===== src/inc/lis_pkg.sv =====
// Package for the LCD driver I2C slave port: codes, field positions, timing.
// Assumes a single 25 MHz system clock that samples the bus lines directly.
package lis_pkg;

    // Clock and bus timing
    localparam int CLK_PERIOD_NS   = 40;
    localparam int HS_SCL_MAX_KHZ  = 3400;
    localparam int HS_BIT_NS       = 1000000 / HS_SCL_MAX_KHZ;
    localparam int HS_BIT_CYCLES   = HS_BIT_NS / CLK_PERIOD_NS;

    // Byte framing
    localparam logic [3:0] BIT_CNT_ZERO = 4'h0;
    localparam logic [3:0] BIT_CNT_ONE  = 4'h1;
    localparam logic [3:0] BYTE_BITS    = 4'h8;

    // Master code: upper five bits fixed, lower three free
    localparam logic [4:0] MCODE_UPPER  = 5'h01;
    localparam int         MCODE_LSB    = 3;

    // Control byte fields
    localparam int CTRL_CONT_BIT = 7;
    localparam int CTRL_DC_BIT   = 6;

    // Address byte and transmit byte fields
    localparam int ADDR_RW_BIT   = 0;
    localparam int TX_MSB        = 7;

    // Display memory pointer and output byte reset value
    localparam int                     RAM_PTR_W  = 13;
    localparam logic [RAM_PTR_W-1:0]   PTR_RESET  = 13'h0000;
    localparam logic [RAM_PTR_W-1:0]   PTR_STEP   = 13'h0001;
    localparam logic [7:0]             BYTE_RESET = 8'h00;

    typedef enum logic [2:0] {
        ST_IDLE   = 3'b000,
        ST_RX     = 3'b001,
        ST_ACK    = 3'b010,
        ST_TX     = 3'b011,
        ST_TXACK  = 3'b100,
        ST_SKIP   = 3'b101
    } lis_state_t;

    typedef enum logic [1:0] {
        KB_ADDR = 2'b00,
        KB_CTRL = 2'b01,
        KB_DATA = 2'b10
    } lis_kind_t;

endpackage


===== src/lis_i2c_slave.sv =====
// I2C slave port of the LCD driver: START/STOP, master code, address, command words.
// Assumes bus pins arrive synchronous to clk; the pad is open drain, pulled up outside.
//
// Notes on behaviour
// - Same logic serves Hs, fast and standard rates up to 3.4 MHz.
// - Data line changes only while clock is low; one bit per pulse.
// - SDA fall with SCL high is START; SDA rise with SCL high is STOP.
// - Addressed receiver acknowledges every byte on the ninth clock pulse.
// - Acknowledger holds data low through the whole acknowledge clock high.
// - Master NACKs last read byte; slave then releases data line high.
// - Hs entry is START, master code 00001XXX, then not-acknowledge.
// - Slave never acknowledges a master code byte.
// - After repeated START, matching seven-bit address is acknowledged.
// - Hs mode held across repeated STARTs, left only on STOP or reset.
// - Matching slaves acknowledge; others ignore until the next START.
// - After write address, bytes form control byte plus data byte words.
// - Cleared continuation flag: all later bytes are data until STOP/Sr.
// - Set continuation flag: one data byte, then a control byte again.
// - Data with cleared data/command flag goes to the instruction decoder.
// - Data with set data/command flag is written to display memory.
// - Memory pointer advances after every stored display byte.
// - Read transfer returns the selected status byte; no memory read.
// - Read shifts out straight after address ack until master NACKs.
// - Continuation flag is control bit 7, data/command flag is bit 6.
// - Two address LSBs come from the two address-select pads.
`timescale 1ns/10ps

module lis_i2c_slave
    import lis_pkg::*;
#(
    parameter logic [4:0] ADDR_UPPER = 5'h0F
) (
    // Clock and reset
    input  wire logic                 clk,
    input  wire logic                 rst_b,
    // Bus pins
    input  wire logic                 sclIn,
    input  wire logic                 sdaIn,
    output logic                      serialDataDrivePadOut,
    output logic                      serialDataDrivePadOe,
    // Address select pads
    input  wire logic                 addressSelectLow,
    input  wire logic                 addressSelectHigh,
    // Instruction decoder side
    input  wire logic [7:0]           statusByte,
    input  wire logic                 ptrLoad,
    input  wire logic [RAM_PTR_W-1:0] ptrLoadValue,
    output logic                      cmdValid,
    output logic [7:0]                cmdData,
    // Display memory side
    output logic                      ramValid,
    output logic [7:0]                ramData,
    output logic [RAM_PTR_W-1:0]      ramAddr,
    // Bus status
    output logic                      hsMode,
    output logic                      busBusy
);

    typedef struct packed {
        logic                 sclPrev;
        logic                 sdaPrev;
        lis_state_t           state;
        lis_kind_t            kind;
        logic [3:0]           bitCnt;
        logic [7:0]           shift;
        logic                 readDir;
        logic                 contFlag;
        logic                 dcFlag;
        logic                 nackSeen;
        logic                 sdaOe;
        logic                 sdaOut;
        logic                 hsMode;
        logic                 busy;
        logic                 cmdValid;
        logic [7:0]           cmdData;
        logic                 ramValid;
        logic [7:0]           ramData;
        logic [RAM_PTR_W-1:0] ramAddr;
        logic [RAM_PTR_W-1:0] ptr;
    } lis_reg_t;

    lis_reg_t s_q;
    lis_reg_t s_d;

    logic       sclRise;
    logic       sclFall;
    logic       startCond;
    logic       stopCond;
    logic       byteDone;
    logic [6:0] ownAddr;

    // Lines are sampled every clock, so at 3.4 MHz a high phase spans only a few cycles
    assign sclRise   = sclIn & ~s_q.sclPrev;
    assign sclFall   = ~sclIn & s_q.sclPrev;
    assign startCond = s_q.sclPrev & sclIn & s_q.sdaPrev & ~sdaIn;
    assign stopCond  = s_q.sclPrev & sclIn & ~s_q.sdaPrev & sdaIn;
    assign byteDone  = (s_q.state == ST_RX) && sclFall && (s_q.bitCnt == BYTE_BITS);
    assign ownAddr   = {ADDR_UPPER, addressSelectHigh, addressSelectLow};

    always_comb begin
        s_d          = s_q;
        s_d.sclPrev  = sclIn;
        s_d.sdaPrev  = sdaIn;
        s_d.cmdValid = 1'b0;
        s_d.ramValid = 1'b0;
        if (startCond) begin
            // Repeated START re-arms address phase from any state; Hs kept
            s_d.state  = ST_RX;
            s_d.kind   = KB_ADDR;
            s_d.bitCnt = BIT_CNT_ZERO;
            s_d.sdaOe  = 1'b0;
            s_d.busy   = 1'b1;
        end else if (stopCond) begin
            s_d.state  = ST_IDLE;
            s_d.sdaOe  = 1'b0;
            s_d.hsMode = 1'b0;
            s_d.busy   = 1'b0;
        end else begin
            case (s_q.state)
                ST_RX: begin
                    if (sclRise && s_q.bitCnt != BYTE_BITS) begin
                        s_d.shift  = {s_q.shift[6:0], sdaIn};
                        s_d.bitCnt = s_q.bitCnt + BIT_CNT_ONE;
                    end else if (byteDone) begin
                        s_d.bitCnt = BIT_CNT_ZERO;
                        case (s_q.kind)
                            KB_ADDR: begin
                                if (s_q.shift[7:MCODE_LSB] == MCODE_UPPER) begin
                                    s_d.hsMode = 1'b1;
                                    s_d.state  = ST_SKIP;
                                end else if (s_q.shift[7:1] == ownAddr) begin
                                    s_d.sdaOe   = 1'b1;
                                    s_d.state   = ST_ACK;
                                    s_d.readDir = s_q.shift[ADDR_RW_BIT];
                                    s_d.kind    = KB_CTRL;
                                end else begin
                                    s_d.state = ST_SKIP;
                                end
                            end
                            KB_CTRL: begin
                                s_d.contFlag = s_q.shift[CTRL_CONT_BIT];
                                s_d.dcFlag   = s_q.shift[CTRL_DC_BIT];
                                s_d.kind     = KB_DATA;
                                s_d.sdaOe    = 1'b1;
                                s_d.state    = ST_ACK;
                            end
                            default: begin
                                if (s_q.dcFlag) begin
                                    s_d.ramValid = 1'b1;
                                    s_d.ramData  = s_q.shift;
                                    s_d.ramAddr  = s_q.ptr;
                                    s_d.ptr      = s_q.ptr + PTR_STEP;
                                end else begin
                                    s_d.cmdValid = 1'b1;
                                    s_d.cmdData  = s_q.shift;
                                end
                                // Stream mode stays on data until STOP or Sr
                                s_d.kind  = s_q.contFlag ? KB_CTRL : KB_DATA;
                                s_d.sdaOe = 1'b1;
                                s_d.state = ST_ACK;
                            end
                        endcase
                    end
                end
                ST_ACK: begin
                    // Low held until SCL falls, covering the whole high phase
                    if (sclFall) begin
                        if (s_q.readDir) begin
                            s_d.state  = ST_TX;
                            s_d.sdaOe  = ~statusByte[TX_MSB];
                            s_d.shift  = {statusByte[6:0], 1'b0};
                            s_d.bitCnt = BIT_CNT_ONE;
                        end else begin
                            s_d.state  = ST_RX;
                            s_d.sdaOe  = 1'b0;
                        end
                    end
                end
                ST_TX: begin
                    if (sclFall) begin
                        if (s_q.bitCnt == BYTE_BITS) begin
                            s_d.sdaOe    = 1'b0;
                            s_d.nackSeen = 1'b0;
                            s_d.state    = ST_TXACK;
                        end else begin
                            s_d.sdaOe  = ~s_q.shift[TX_MSB];
                            s_d.shift  = {s_q.shift[6:0], 1'b0};
                            s_d.bitCnt = s_q.bitCnt + BIT_CNT_ONE;
                        end
                    end
                end
                ST_TXACK: begin
                    if (sclRise) begin
                        s_d.nackSeen = sdaIn;
                    end else if (sclFall) begin
                        if (s_q.nackSeen) begin
                            s_d.state = ST_SKIP;
                        end else begin
                            s_d.state  = ST_TX;
                            s_d.sdaOe  = ~statusByte[TX_MSB];
                            s_d.shift  = {statusByte[6:0], 1'b0};
                            s_d.bitCnt = BIT_CNT_ONE;
                        end
                    end
                end
                default: begin
                    s_d.sdaOe = 1'b0;
                end
            endcase
        end
        // Decoder pointer set wins over the increment in the same cycle
        if (ptrLoad) begin
            s_d.ptr = ptrLoadValue;
        end
    end

    always_ff @(posedge clk) begin
        if (!rst_b) begin
            s_q          <= '0;
            s_q.sclPrev  <= 1'b1;
            s_q.sdaPrev  <= 1'b1;
            s_q.state    <= ST_IDLE;
            s_q.kind     <= KB_ADDR;
            s_q.cmdData  <= BYTE_RESET;
            s_q.ramData  <= BYTE_RESET;
            s_q.ramAddr  <= PTR_RESET;
            s_q.ptr      <= PTR_RESET;
        end else begin
            s_q <= s_d;
        end
    end

    assign serialDataDrivePadOut = s_q.sdaOut;
    assign serialDataDrivePadOe  = s_q.sdaOe;
    assign cmdValid              = s_q.cmdValid;
    assign cmdData               = s_q.cmdData;
    assign ramValid              = s_q.ramValid;
    assign ramData               = s_q.ramData;
    assign ramAddr               = s_q.ramAddr;
    assign hsMode                = s_q.hsMode;
    assign busBusy               = s_q.busy;
endmodule


===== config.mk =====
export PLATFORM = sky130hd
export DESIGN_NAME = lis_i2c_slave
export DESIGN_NICKNAME = d
export VERILOG_FILES = /design/src/inc/lis_pkg.sv /design/src/lis_i2c_slave.sv
export SDC_FILE = /design/constraint.sdc
export NUM_CORES = 1
export LEC_CHECK = 0
export ABC_CLOCK_PERIOD_IN_PS = 5040
export BUFFER_PORTS_ARGS = -buffer_cell sky130_fd_sc_hd__buf_2
export CAP_MARGIN = 20
export CORE_ASPECT_RATIO = 2
export CORE_UTILIZATION = 30
export DETAILED_ROUTE_END_ITERATION = 16
export PLACE_DENSITY = 0.53
export REMOVE_ABC_BUFFERS = 1
export SYNTH_ARGS = -nofsm -noshare
export SYNTH_HDL_FRONTEND = slang
export SYNTH_SLANG_ARGS = --single-unit

===== constraint.sdc =====
create_clock -name clk -period 5.04 [get_ports clk]
set_input_delay 0.504 -clock clk [delete_from_list [all_inputs] [get_ports clk]]
set_output_delay 0.504 -clock clk [all_outputs]
set_load 0.01 [all_outputs]

======== Yosys cells after proc, flatten, opt, wreduce, memory -nomap -nowiden ========
Index checks and enable logic that the tools add are counted.
cells by class
  equal/unequal tests ..................... 38
  divide/modulo/power cells ............... 0
  reduce and logical (&&, ||, !) cells .... 32
  bitwise gates (word level) .............. 22
  add/sub/neg operators ................... 2
  shift-type cells ........................ 0
  order comparisons ....................... 0
  mux-type cells .......................... 70
  $mul .................................... 0
operators with widths
  kind                                            number
  two-way mux 13 bit                              7
  two-way mux 12 bit                              7
  case mux 12 bit (4 select lines)                1
  two-way mux 35 bit                              1
  != test 2 bit (second input constant)           17
  two-way mux 3 bit                               11
  != test 4 bit (second input constant)           8
  two-way mux 1 bit                               25
  AND reduction 6 bit                             4
  AND reduction 8 bit                             3
  AND reduction 7 bit                             3
  two-way mux 18 bit                              1
  two-way mux 9 bit                               2
  nonzero test 2 bit                              9
  inverter 1 bit                                  15
  two-way mux 2 bit                               7
  adder 13 x 1 -> 13 bit (second input constant)  1
  case mux 3 bit (4 select lines)                 1
  AND reduction 11 bit                            1
  case mux 5 bit (2 select lines)                 1
  AND reduction 10 bit                            1
  AND reduction 9 bit                             1
  two-way mux 8 bit                               1
  OR reduction 8 bit                              1
  23 further kinds                                35
storage, ports and cells
  register bits ........................... 70
  input port bits ......................... 28
  memories ................................ 0
  output and inout bits ................... 35
  latch bits .............................. 0
  bits in read-only memories .............. 0
  memory bits (writable) .................. 0

======== Depth between registers and ports, before layout ========
  word-level depth ........................ 10
  gate-level depth with buffers ........... 8
  depth with buffers taken out ............ 7

======== Least setup slack after synthesis ========
Ideal clock, no wire load.
  kind .................................... input port to flip-flop
  from .................................... input addressSelectHigh
  to ...................................... register s_q[67] (netlist name)
  required time ........................... 4.967 ns
  path slack .............................. 3.149 ns
  stages on the path ...................... 5
  arrival ................................. 1.818 ns
  cells stage by stage .................... xor2_1 or4_4 a311o_1 o211a_1 nor3_2
between the ends
  cells in the longest elaborated chain, start to end .. 7
RTL lines
  what                             RTL line              source
  start: declaration               lis_i2c_slave.sv:43   input wire logic addressSelectHigh,
  equality test 7 x 6 -> 1 bit     lis_i2c_slave.sv:131  end else if (s_q.shift[7:1] == ownAddr) begin
  two-way mux 3 bit                lis_i2c_slave.sv:131
  two-way mux 3 bit                lis_i2c_slave.sv:128  if (s_q.shift[7:MCODE_LSB] == MCODE_UPPER) begin
  case mux 5 bit (2 select lines)  lis_i2c_slave.sv:126  case (s_q.kind)
  two-way mux 9 bit                lis_i2c_slave.sv:124  end else if (byteDone) begin
  two-way mux 5 bit                lis_i2c_slave.sv:121  if (sclRise && s_q.bitCnt != BYTE_BITS) begin
  case mux 3 bit (4 select lines)  lis_i2c_slave.sv:119  case (s_q.state)
  end: declaration                 lis_i2c_slave.sv:82   lis_reg_t s_q;
Every way passes these cells. The select of a mux whose other input is x is not followed.
A chain may end at the register's enable or synchronous reset.

======== Worst setup path in the final report ========
  from .................................... register s_q[66] (netlist name)
  to ...................................... register s_q[4] (netlist name)
between the ends
  cells in the longest elaborated chain, start to end .. 5
RTL lines
  what                                    RTL line                                   source
  equality test 3 x 1 -> 1 bit *          lis_i2c_slave.sv:97, lis_i2c_slave.sv:119
  logical AND 1 bit (2 in a row)          lis_i2c_slave.sv:97                        assign byteDone = (s_q.state == ST_RX) && sclFall && (s_q.bitCnt == BYTE_BITS);
  nonzero test 2 bit (no source line)     --
  AND reduction 7 bit (no source line) *  --
Every way passes the cells marked *; elsewhere a longest branch is shown, timed or not.

==> run metrics <==
actual slew at the worst max-slew pin=about 0.97 ns; Clock Power Share=0.479; routability cong.=0.948; Seq pwr share=0.447; Hold Path Origin=ptrLoad; die area=0.0124 mm²; Main synth FF type=dfxtp_1; cells on worst reg2reg path=5; sequential share of the synthesized area=0.393; H-tree depth=3; DR vias=3110; Sink Count=70; clock-pin transition on the worst setup and hold timing paths=0.06 ns; Non-Filler Instances=615; Synth Area in XOR/XNOR=0.0393; Final setup violation count=0; status=finished clean; Mean Syn Cell Area=8.01 µm²; Slew Limit Fails=0; die width=79.1 µm; # rows=56; CP Capture Point=s_q[4]; I/O Buffers=61; Antenna Cells=0; DRC=0; RSZ-0062 raised after global routing=false; mux cell area share after synthesis=0.0200; Psw=0.317 mW; CP Capture Type=register; Final ANT Viol Nets=0; first-pass GRT wire length=15000 µm; total power=1.34 mW; WP data arrival=approximately 2.9 ns; synth top area cells=dfxtp_1, nand2_1, a21oi_1; count leader, synth=nand2_1; core area=about 0.012 mm²; max_cap viols=0; initial antenna violation count=0; hold depth=2; post-DP HPWL=just under 7000 µm; post-synth top area share=0.393; Ys Warns=0; GRT Total Usage=0.162; Synth Area in Adders=0.0105; clock root buffer=clkbuf_16; Sum Neg Setup Slack=0 ns; combinational share of power=0.073; cts-stage hold buffer count=0; Mapped Cells=445; period utilisation layout=0.516; EDFF count, synth=0; most frequent cells after synthesis=nand2_1, dfxtp_1, a21oi_1; CP startpoint=s_q[66]; sw frac=0.237; Clk Latency, worst-skew pair=0.33 ns; VDD IR max=0.000158 V; Unique masters post-synth=55; Layout Nets=496; max_slew headroom=0.352; WP data required=5.29 ns; area leader, netlist=dfxtp_1; placed instance count=around 600; Crit Path Max Fanout=27; drt pass-1 iters=4; Initial Util=0.307; Worst R2R Start=s_q[66]; achievable clock frequency=384 MHz; Hold Crit Class=in2reg; Max Buffers Root-to-Sink=2; post-CTS setup buffers=0; main combinational cell family by area after synthesis=simple AND/OR/NAND/NOR gates; pin count of the biggest net entering global routing=just under 50; CTS resizes=0; mapped cell area=0.00357 mm²; Avg WL per Cell=15.4 µm; PwrDens=around 330 mW/mm²; internal power=between 1 and 1.5 mW; Post-synth ARST share=0; register bit total from synthesis=70; share of layout cells above drive strength 1=0.196; WS Path Type=reg2reg; Final Hold Vio Count=0; Synth Area in Simple Gates=0.250; R2R Setup Slk=2.44 ns; num ports=63; DR iter-0 viols=between 150 and 200; compound-cell area share of the yosys netlist=0.179; clk_skew=0.00602 ns; vias per std cell=5.06; CTS tree=yes; Startpoint Class=register; Reg-to-Reg End=s_q[4]; GRT overflow=0; Layout area overhead=13.2%; CTS Buf Count=9; Static Leakage=1.50 nW; height of the die=about 160 µm; detailed-route wire length=9490 µm; min cycle time layout=2.60 ns; number of global-route vias before repair=2984
worst min-delay path by stage:
stage | endpoint | slack [ns]
3_3_place_gp | cmdData[2] | 0.44
6_report | s_q[10] | 0.39
3_5_place_dp | ramData[3] | 0.44
5_1_grt | s_q[10] | 0.39
4_1_cts | s_q[10] | 0.39
2_1_floorplan | ramAddr[12] | 0.44
state kept, by name, summed over array words and instances (netlist names):
signal	flops
ramValid	1
serialDataDrivePadOe	1
hsMode	1
ramAddr	13
cmdData	8
ramData	8
busBusy	1
cmdValid	1
s_q	36
placed cells by master (no fill, tap or decap), types with 3 or more instances in the layout:
master,n
a211oi_1,5
dfxtp_1,70
nor2b_1,4
o21ai_0,15
mux2i_1,6
ha_1,3
nand3_1,13
buf_2,61
o211a_1,3
inv_1,12
xnor2_1,10
nand2_1,90
nor3_1,7
xor2_1,6
nand2b_1,6
a311oi_1,7
nand3b_1,4
a31oi_1,6
nor4_1,3
or2_2,3
clkbuf_16,9
a21oi_1,53
nand4_1,5
and3b_1,3
nor2_1,19
nor3_2,3
routing by layer:
layer	share of wire	vias to the layer above	GRT usage	wire length, µm
li1	-	1552	-	-
met1	0.39	1458	0.169	3660
met2	0.54	75	0.292	5100
met3	0.036	25	0.0351	345
met4	0.041	0	0.0926	391
met5	0	-	0	0
metrics by stage:
stage          area (µm²)  hold WS (ns)  worst slack (ns)  utilization
5_1_grt              4040         0.386              2.19        0.347
3_5_place_dp         3730         0.445              2.42        0.321
3_3_place_gp         3730         0.443              2.50        0.321
6_report             4040         0.393              2.44        0.347
2_1_floorplan        3230         0.444              2.57            -
4_1_cts              4040         0.385              2.43        0.347
critical path, stage by stage (launching register included):
cell and delay (ns):
dfxtp_1 0.61, nor3b_2 0.41, and4_1 0.90, nand4_1 0.20, xor2_1 0.18, a211oi_1 0.21
cells by family (layout without fill, tap and decap cells):
| family | count (synthesis) | in the layout |
|---|---|---|
| compound gates | 105 | 105 |
| xor+xnor | 16 | 16 |
| fa+ha+maj | 3 | 3 |
| buf+inv | 66 | 91 |
| flops | 70 | 70 |
| mux | 7 | 7 |
| other cells | 1 | 1 |
| simple gates | 177 | 177 |
power by group through the flow:
| stage | Sequential [mW] | Clock [mW] | Combinational (mW) |
|---|---|---|---|
| 2_1_floorplan | 0.601 | 0 | 0.0620 |
| 3_3_place_gp | 0.608 | 0 | 0.0964 |
| 3_5_place_dp | 0.609 | 0 | 0.0976 |
| 4_1_cts | 0.597 | 0.657 | 0.0983 |
| 5_1_grt | 0.601 | 0.683 | 0.109 |
| 6_report | 0.598 | 0.641 | 0.0980 |
layout make-up:
type                            count  area (µm²)
Clock buffer                       13         260
Clock inverter                      3        42.5
Fill cell                        1294        7600
Inverter                           12        45.0
Multi-Input combinational cell    309        1780
Sequential cell                    70        1400
Tap cell                          145         181
Timing Repair Buffer               63         320
Note: power is estimated with default switching activity, not from simulation.
